<file path="src/rcm_pkg.sv">
// package: mode codes, bit positions and timing counts for mode control
package rcm_pkg;
  // block power-down register layout
  localparam int          PD_PULSE_BIT  = 0;
  localparam int          PD_SERVO_BIT  = 1;
  localparam int          PD_FILT_BIT   = 2;
  localparam int          PD_SEP_BIT    = 3;
  localparam int          PD_SYNTH_BIT  = 4;
  localparam logic [2:0]  PD_FIXED_HI   = 3'h7;
  localparam logic [4:0]  PD_ALL_ON     = 5'h00;
  localparam logic [4:0]  PD_ALL_OFF    = 5'h1f;
  localparam logic [4:0]  PD_SERVO2     = 5'h18;
  // read sequence timing in 3T groups, one group = 3 synth cycles
  localparam int          T3_CYCLES     = 3;
  localparam int          REF_SWAP_GRPS = 3;
  localparam int          CLK_SWAP_GRPS = 19;
  // write preamble: two marks then three 3T groups
  localparam int          WR_MARKS      = 2;
  localparam int          MARK_BITS     = 40;
  localparam logic [39:0] MARK_PATTERN  = 40'h0080800200;
  localparam int          PRE_BITS      = 9;
  localparam logic [8:0]  PRE_PATTERN   = 9'h124;
  localparam int          WR_HDR_BITS   = WR_MARKS * MARK_BITS + PRE_BITS;

  typedef enum logic [5:0] {
    MODE_SLEEP = 6'h01,
    MODE_IDLE  = 6'h02,
    MODE_READ  = 6'h04,
    MODE_WRITE = 6'h08,
    MODE_SERVO = 6'h10,
    MODE_TEST  = 6'h20
  } rcm_mode_t;

  typedef enum logic [3:0] {
    RS_SEARCH = 4'h1,
    RS_REFSW  = 4'h2,
    RS_LOCK   = 4'h4,
    RS_DATA   = 4'h8
  } rcm_rseq_t;
endpackage : rcm_pkg

</file>
<file path="src/rcm_seq_if.sv">
// interface: read sequencer status between decoder and sequencer
interface rcm_seq_if;
  logic run;
  logic init;
  logic mark_seen;
  logic ref_is_pulses;
  logic clk_is_vco;
  logic data_en;
  logic searching;
  modport ctl (output run, output init, output mark_seen,
               input ref_is_pulses, input clk_is_vco, input data_en,
               input searching);
  modport seq (input run, input init, input mark_seen,
               output ref_is_pulses, output clk_is_vco, output data_en,
               output searching);
endinterface : rcm_seq_if
</file>
<file path="src/rcm_mode_ctl.sv">
// mode control of the read channel: decode, power, read and write sequence
module rcm_mode_ctl
  import rcm_pkg::*;
#(
  parameter int REF_GRPS = REF_SWAP_GRPS,
  parameter int CLK_GRPS = CLK_SWAP_GRPS
) (
  input  wire logic       CLK_IN,
  input  wire logic       RST_N_IN,
  input  wire logic       WRITE_GATE_IN,
  input  wire logic       READ_GATE_IN,
  input  wire logic       SERVO_GATE_IN,
  input  wire logic       GLOBAL_SLEEP_PIN_N_IN,
  input  wire logic [4:0] BLOCK_OFF_BITS_IN,
  input  wire logic       GAIN_FREEZE_INPUT_IN,
  input  wire logic       MARK_DETECTED_IN,
  input  wire logic       WRITE_NRZ_IN,
  output      logic [5:0] MODE_OUT,
  output      logic [7:0] BLOCK_OFF_REG_OUT,
  output      logic [4:0] BLOCK_OFF_OUT,
  output      logic       CHANNEL_INIT_OUT,
  output      logic       RAW_PULSE_EN_OUT,
  output      logic       INPUTS_SHORTED_OUT,
  output      logic       GAIN_FREEZE_OUT,
  output      logic       PLL_REF_IS_PULSES_OUT,
  output      logic       RECOVERED_CLK_IS_VCO_OUT,
  output      logic       DECODED_DATA_EN_OUT,
  output      logic       MARK_SEARCH_OUT,
  output      logic       MARK_FOUND_FLAG_OUT,
  output      logic       WRITE_DATA_OUT,
  output      logic       WRITE_HDR_BUSY_OUT,
  output      logic       SEQ_ERROR_OUT
);
  localparam int WCW = $clog2(WR_HDR_BITS + 1);
  localparam logic [WCW-1:0] WR_LAST = WCW'(WR_HDR_BITS);
  localparam logic [WCW-1:0] MK_LEN  = WCW'(MARK_BITS);

  // the clock swap must come strictly after the reference swap
  if (REF_GRPS < 1 || CLK_GRPS <= REF_GRPS) begin : g_bad_grps
    $error("rcm_mode_ctl: bad group counts");
  end
  // hdr_bit walks exactly two marks, so other layouts are refused
  if (WR_MARKS != 2 || MARK_BITS != $bits(MARK_PATTERN)
      || PRE_BITS != $bits(PRE_PATTERN)) begin : g_bad_hdr
    $error("rcm_mode_ctl: header layout does not fit hdr_bit");
  end

  rcm_mode_t      mode_q;
  rcm_mode_t      mode_d;
  logic [4:0]     off_q;
  logic [4:0]     off_d;
  logic           init_q;
  logic           err_q;
  logic           wr_q;
  logic           wdat_q;
  logic [WCW-1:0] wcnt_q;
  logic           flag_q;

  rcm_seq_if sif ();

  // header bit generator: marks first, then preamble
  function automatic logic hdr_bit(input logic [WCW-1:0] i);
    logic [WCW-1:0] k;
    k = i;
    if (i < MK_LEN) return MARK_PATTERN[MARK_BITS - 1 - int'(i)];
    if (i < 2 * MK_LEN) begin
      k = i - MK_LEN;
      return MARK_PATTERN[MARK_BITS - 1 - int'(k)];
    end
    k = i - 2 * MK_LEN;
    return PRE_PATTERN[PRE_BITS - 1 - int'(k)];
  endfunction

  // combinational decode, evaluated each cycle
  always_comb begin
    mode_d = mode_q;
    off_d  = off_q;
    if (!GLOBAL_SLEEP_PIN_N_IN) begin
      mode_d = MODE_SLEEP;
      off_d  = PD_ALL_OFF;
    // read holds while the read gate stays high; servo gate is ignored
    end else if (mode_q == MODE_READ && READ_GATE_IN && !WRITE_GATE_IN) begin
      mode_d = MODE_READ;
    end else if (!SERVO_GATE_IN && !WRITE_GATE_IN) begin
      mode_d = MODE_SERVO;
      // only all-on or servo 2 bits apply here, anything else holds powers
      if (BLOCK_OFF_BITS_IN == PD_ALL_ON || BLOCK_OFF_BITS_IN == PD_SERVO2)
        off_d = BLOCK_OFF_BITS_IN;
    end else if (BLOCK_OFF_BITS_IN == PD_ALL_ON && SERVO_GATE_IN) begin
      off_d = PD_ALL_ON;
      unique case ({WRITE_GATE_IN, READ_GATE_IN})
        2'b01:   mode_d = MODE_READ;
        2'b00:   mode_d = MODE_IDLE;
        2'b10:   mode_d = MODE_WRITE;
        default: mode_d = mode_q;
      endcase
    // nonzero bits outside servo: test mode with the bits as written
    end else if (BLOCK_OFF_BITS_IN != PD_ALL_ON) begin
      mode_d = MODE_TEST;
      off_d  = BLOCK_OFF_BITS_IN;
    end
  end

  always_ff @(posedge CLK_IN or negedge RST_N_IN) begin
    if (!RST_N_IN) begin
      mode_q <= MODE_SLEEP;
      off_q  <= PD_ALL_OFF;
    end else begin
      mode_q <= mode_d;
      off_q  <= off_d;
    end
  end

  // wake-up from sleep reinitialises channel state
  always_ff @(posedge CLK_IN or negedge RST_N_IN) begin
    if (!RST_N_IN) begin
      init_q <= 1'b0;
      err_q  <= 1'b0;
    end else begin
      init_q <= mode_q == MODE_SLEEP && mode_d != MODE_SLEEP;
      // illegal wake straight into write is flagged, not blocked
      if (mode_q == MODE_SLEEP && mode_d == MODE_WRITE)
        err_q <= 1'b1;
      else if (mode_d == MODE_SLEEP)
        err_q <= 1'b0;
    end
  end

  assign sif.run       = mode_q == MODE_READ;
  assign sif.init      = init_q;
  // the detector output is already clocked, so no extra flop is spent
  assign sif.mark_seen = MARK_DETECTED_IN;

  rcm_read_seq #(
    .REF_GRPS (REF_GRPS),
    .CLK_GRPS (CLK_GRPS)
  ) u_seq (
    .clk_in   (CLK_IN),
    .rst_n_in (RST_N_IN),
    .sif      (sif)
  );

  // mark flag: high in idle, latched on detection during read
  always_ff @(posedge CLK_IN or negedge RST_N_IN) begin
    if (!RST_N_IN) begin
      flag_q <= 1'b0;
    end else if (mode_q == MODE_IDLE) begin
      flag_q <= 1'b1;
    end else if (mode_q == MODE_READ) begin
      if (sif.searching) flag_q <= MARK_DETECTED_IN;
    end else begin
      flag_q <= 1'b0;
    end
  end

  // write header: the controller holds nrz data at zero meanwhile
  // the counter parks at WR_LAST, one past the last bit, so the header never repeats
  always_ff @(posedge CLK_IN or negedge RST_N_IN) begin
    if (!RST_N_IN) begin
      wr_q   <= 1'b0;
      wcnt_q <= '0;
      wdat_q <= 1'b0;
    end else if (mode_q != MODE_WRITE) begin
      wr_q   <= 1'b0;
      wcnt_q <= '0;
      wdat_q <= 1'b0;
    end else if (wcnt_q != WR_LAST) begin
      wr_q   <= 1'b1;
      wdat_q <= hdr_bit(wcnt_q);
      wcnt_q <= wcnt_q + 1'b1;
    end else begin
      wr_q   <= 1'b0;
      wdat_q <= WRITE_NRZ_IN;
    end
  end

  assign MODE_OUT                 = mode_q;
  assign BLOCK_OFF_OUT            = off_q;
  // combinational so a readback shows new bits without a cycle of lag
  assign BLOCK_OFF_REG_OUT        = {PD_FIXED_HI, BLOCK_OFF_BITS_IN};
  assign CHANNEL_INIT_OUT         = init_q;
  assign RAW_PULSE_EN_OUT         = mode_q == MODE_SERVO
                                 || mode_q == MODE_IDLE;
  assign INPUTS_SHORTED_OUT       = mode_q == MODE_WRITE;
  assign GAIN_FREEZE_OUT          = (mode_q == MODE_READ
                                 || mode_q == MODE_IDLE)
                                 && GAIN_FREEZE_INPUT_IN;
  assign PLL_REF_IS_PULSES_OUT    = sif.ref_is_pulses;
  assign RECOVERED_CLK_IS_VCO_OUT = sif.clk_is_vco;
  assign DECODED_DATA_EN_OUT      = sif.data_en;
  assign MARK_SEARCH_OUT          = sif.searching;
  assign MARK_FOUND_FLAG_OUT      = flag_q;
  assign WRITE_DATA_OUT           = wdat_q;
  assign WRITE_HDR_BUSY_OUT       = wr_q;
  assign SEQ_ERROR_OUT            = err_q;
endmodule : rcm_mode_ctl

</file>
<file path="src/rcm_read_seq.sv">
// read-mode sequencer: mark search, reference swap, clock swap
module rcm_read_seq
  import rcm_pkg::*;
#(
  parameter int REF_GRPS = REF_SWAP_GRPS,
  parameter int CLK_GRPS = CLK_SWAP_GRPS
) (
  input  wire logic clk_in,
  input  wire logic rst_n_in,
  rcm_seq_if.seq    sif
);
  localparam int CW = $clog2(CLK_GRPS * T3_CYCLES + 1);
  if (REF_GRPS < 1 || CLK_GRPS <= REF_GRPS) begin : g_bad_grps
    $error("rcm_read_seq: bad group counts");
  end
  localparam logic [CW-1:0] REF_CNT = CW'(REF_GRPS * T3_CYCLES);
  localparam logic [CW-1:0] CLK_CNT = CW'(CLK_GRPS * T3_CYCLES);

  rcm_rseq_t     st_q;
  logic [CW-1:0] cnt_q;

  // counts run from mark detection
  always_ff @(posedge clk_in or negedge rst_n_in) begin
    if (!rst_n_in) begin
      st_q  <= RS_SEARCH;
      cnt_q <= '0;
    end else if (!sif.run || sif.init) begin
      st_q  <= RS_SEARCH;
      cnt_q <= '0;
    end else begin
      unique case (st_q)
        RS_SEARCH: begin
          cnt_q <= '0;
          if (sif.mark_seen) st_q <= RS_REFSW;
        end
        RS_REFSW: begin
          cnt_q <= cnt_q + 1'b1;
          if (cnt_q == REF_CNT - 1'b1) st_q <= RS_LOCK;
        end
        RS_LOCK: begin
          cnt_q <= cnt_q + 1'b1;
          if (cnt_q == CLK_CNT - 1'b1) st_q <= RS_DATA;
        end
        RS_DATA: cnt_q <= cnt_q;
      endcase
    end
  end

  assign sif.searching     = sif.run && st_q == RS_SEARCH;
  assign sif.ref_is_pulses = sif.run && (st_q == RS_LOCK || st_q == RS_DATA);
  assign sif.clk_is_vco    = sif.run && st_q == RS_DATA;
  assign sif.data_en       = sif.run && st_q == RS_DATA;
endmodule : rcm_read_seq

</file>
<file path="config.mk">
export PLATFORM = sky130hd
export DESIGN_NAME = rcm_mode_ctl
export DESIGN_NICKNAME = d
export VERILOG_FILES = /design/src/rcm_pkg.sv /design/src/rcm_seq_if.sv /design/src/rcm_mode_ctl.sv /design/src/rcm_read_seq.sv
export SDC_FILE = /design/constraint.sdc
export NUM_CORES = 1
export LEC_CHECK = 0
export BUFFER_PORTS_ARGS = -buffer_cell sky130_fd_sc_hd__buf_2
export CAP_MARGIN = 20
export CORE_MARGIN = 10
export CORE_UTILIZATION = 55
export DETAILED_ROUTE_END_ITERATION = 7
export HOLD_SLACK_MARGIN = 0.05
export PLACE_DENSITY_LB_ADDON = 0.08
export SYNTH_ARGS = -nofsm -noshare
export SYNTH_HDL_FRONTEND = slang
export SYNTH_SLANG_ARGS = --single-unit
export TNS_END_PERCENT = 1
</file>
<file path="constraint.sdc">
create_clock -name CLK_IN -period 2.7 [get_ports CLK_IN]
set_input_delay 0.405 -clock CLK_IN [delete_from_list [all_inputs] [get_ports CLK_IN]]
set_output_delay 0.405 -clock CLK_IN [all_outputs]
set_load 0.005 [all_outputs]
</file>
==> results_dict.tcl <==
set metrics [dict create \
    status "finished clean" \
    fin_tns_setup_ps 0 \
    p_sw_mw 0.239 \
    chipHeight_um 84.2 \
    numCtsBuffers 5 \
    post-route-min-period_ps 2200 \
    place.gp.congestion 0.821 \
    post-cts-setup-buffers 0 \
    fp.dieW_um 84.2 \
    max_clock_freq_mhz 455 \
    maxCapViolations 0 \
    grt_pass1_wl_mm 8.18 \
    area_growth_pct 11.2 \
    power_frac_clock_pct 38.3 \
    syn_inst 244 \
    grt.total_usage_pct 13.4 \
    htreeDepth 2 \
    antenna_cells 0 \
    antenna_found_initial 0 \
    fillCellCount 345 \
    cts_buffer_depth 2 \
    layoutNonFillerInstCount 326 \
    register_area_um2 835 \
    final_core_util_pct 63.1 \
    post-route-period-util_pct 81.4 \
    rows 23 \
    critical_path_arrival_ps 1790 \
    drt_pass1_iterations 4 \
    power_density_nw_per_um2 395 \
    ioPinCount 45 \
    synth-seq-cells 33 \
    synth_flop_cell "dfrtp_1" \
    wl_per_cell_um 15.0 \
    cts_hold_buf 0 \
    ys_warn_count 0 \
    synth_area_um2 2270 \
    post-place-cells 318 \
    required_ps 2300 \
    cts_resized 0 \
    maxSlewHeadroom_pct 50.3 \
    drtIter0Drc 109 \
    postSynthAreaPerCell_um2 9.30 \
    hold_class "input pin to asynchronous set/reset pin" \
    slew_violations 0 \
    die_area_um2 7100 \
    routed_wl_mm 4.90 \
    worst-setup-path-type "register to primary output" \
    ant_nets 0 \
    worstMarginPinSlew_ps 746 \
    drc 0 \
    ir_drop_mv 0.259 \
    pwr-share-comb_pct 9.7 \
    first_global_vias 1790 \
    cts_sinks 33 \
    setup_viol 0 \
    nets 302 \
    internal-power_mw 0.757 \
    clock_latency_ps 290 \
    critPathCaptureType "primary output" \
    rsz0062_at_grt "false" \
    skew_ps 7.07 \
    p_seq_share_pct 52.0 \
    ff2ff_setup_slack_ps 630 \
    cts_tree "built" \
    start_kind "register" \
    core_area_um2 4000 \
    initial_utilization_pct 56.7 \
    io_buffers 41 \
    grt_max_degree 34 \
    ys_seq_area_share_pct 36.8 \
    grt_overflow 0 \
    vias 1867 \
    async_reset_ff_share_pct 100 \
    drive_gt1_share_pct 23.2 \
    hold_viol_final 0 \
    multiInputGateArea_um2 1260 \
    dp_hpwl_mm 3.62 \
    synth_edf_count 0 \
    p_leak_nw 1.15 \
    clk_pin_slew_ps 70 \
    ys_types 56 \
    cp_max_fo 9 \
    root_buffer "clkbuf_8" \
    swShare_pct 24.0 \
    via_per_inst 5.73 \
]
==> cells in the mapped netlist (all sizes together) (4+ instances only) <==
cell / n / area [um2]
nor3: 5 / 36.3
nand3: 12 / 60.1
inv: 16 / 60.1
a32oi: 4 / 35.0
clkbuf: 7 / 26.3
nand2b: 4 / 25.0
buf: 14 / 98.8
mux2i: 8 / 80.1
a21oi: 6 / 30.0
nand4: 5 / 31.3
xnor2: 7 / 61.3
ha: 13 / 163
dfrtp: 26 / 651
nand2: 8 / 30.0
nor2b: 17 / 106
nor4: 7 / 50.1
o21ai: 5 / 25.0
nor2: 15 / 56.3
o31ai: 5 / 37.5
and2: 4 / 25.0
dfstp: 7 / 184
==> cells in the final DEF, fill, tap and decap left out, types with 4 or more instances in the layout <==
cell      count
buf_2        41
dfrtp_1      26
nor2b_1      17
inv_1        16
nor2_1       15
ha_1         13
nand3_1      12
nand2_1       8
mux2i_1       8
dfstp_2       7
xnor2_1       7
nor4_1        6
a21oi_1       6
clkbuf_8      6
o31ai_1       5
o21ai_0       5
nand4_1       5
nor3_1        4
and2_1        4
nand2b_1      4
a32oi_1       4
==> cell type report <==
class | count | share of cell area [%]
tap | 50 | 2.48
timing repair buffer | 43 | 8.72
inverter | 16 | 2.38
multi-input combinational | 176 | 49.8
clock buffer | 8 | 3.57
sequential | 33 | 33.1
==> metal layers <==
metal,up-vias,GRT usage (%),wire (um)
met3,5,4.44,239
met4,0,5.02,61
li1,925,-,-
met2,31,21.8,2330
met5,-,0,0
met1,906,16.0,2270
==> per-stage QoR <==
| step | worst slack (ps) | cell area (um2) | power, mW | hold slack [ps] |
|---|---|---|---|---|
| 2_1_floorplan | 796 | 2280 | 0.586 | 109 |
| 3_3_place_gp | 631 | 2430 | 0.623 | 503 |
| 3_5_place_dp | 630 | 2430 | 0.624 | 506 |
| 4_1_cts | 440 | 2520 | 1.01 | 205 |
| 5_1_grt | 254 | 2520 | 1.04 | 219 |
| 6_report | 501 | 2520 | 0.996 | 180 |
==> power groups by stage <==
| stage | logic (mW) | clock network [mW] | registers [mW] |
|---|---|---|---|
| after floorplan | 0.0592 | 0 | 0.527 |
| after CTS | 0.0978 | 0.391 | 0.518 |
| after global routing | 0.108 | 0.416 | 0.519 |
| after global placement | 0.0968 | 0 | 0.526 |
| final | 0.0962 | 0.382 | 0.518 |
| after detailed placement | 0.0975 | 0 | 0.527 |
==> flip-flops by register name, indices dropped and copies added (netlist names) <==
register	flops
wcnt_q	7
MODE_OUT	6
u_seq.cnt_q	6
BLOCK_OFF_OUT	5
u_seq.st_q	4
CHANNEL_INIT_OUT	1
MARK_FOUND_FLAG_OUT	1
SEQ_ERROR_OUT	1
WRITE_DATA_OUT	1
WRITE_HDR_BUSY_OUT	1
==> cell families after synthesis <==
logic type      share of synthesized area, %
mux                                     4.02
buf+inv                                 8.16
xor+xnor                                3.47
compound gates                          14.8
flops                                   36.8
simple gates                            25.4
fa+ha+maj                               7.17
other cells                            0.165
==> path summary, 6_finish.rpt <==
kind	startpoint	to	cells past startpoint
worst min-delay path	RST_N_IN	u_seq.cnt_q[3]$_DFFE_PN0P_	1
worst max register to register	MODE_OUT[4]$_DFF_PN0_	u_seq.cnt_q[5]$_DFFE_PN0P_	4
worst max-delay path	MODE_OUT[2]$_DFF_PN0_	INPUTS_SHORTED_OUT	4
min in group CLK_IN	BLOCK_OFF_BITS_IN[0]	BLOCK_OFF_OUT[0]$_DFFE_PN1P_	3
worst min register to register	BLOCK_OFF_OUT[4]$_DFFE_PN1P_	BLOCK_OFF_OUT[4]$_DFFE_PN1P_	2
max in group asynchronous	RST_N_IN	MARK_FOUND_FLAG_OUT$_DFFE_PN0P_	1
==> critical path, cell delays in order (launching register included) <==
cell	delay (ps)
dfrtp_1	470
nor4_1	410
nand3b_1	350
inv_1	150
buf_2	120
(Power assumes the default switching activity.)
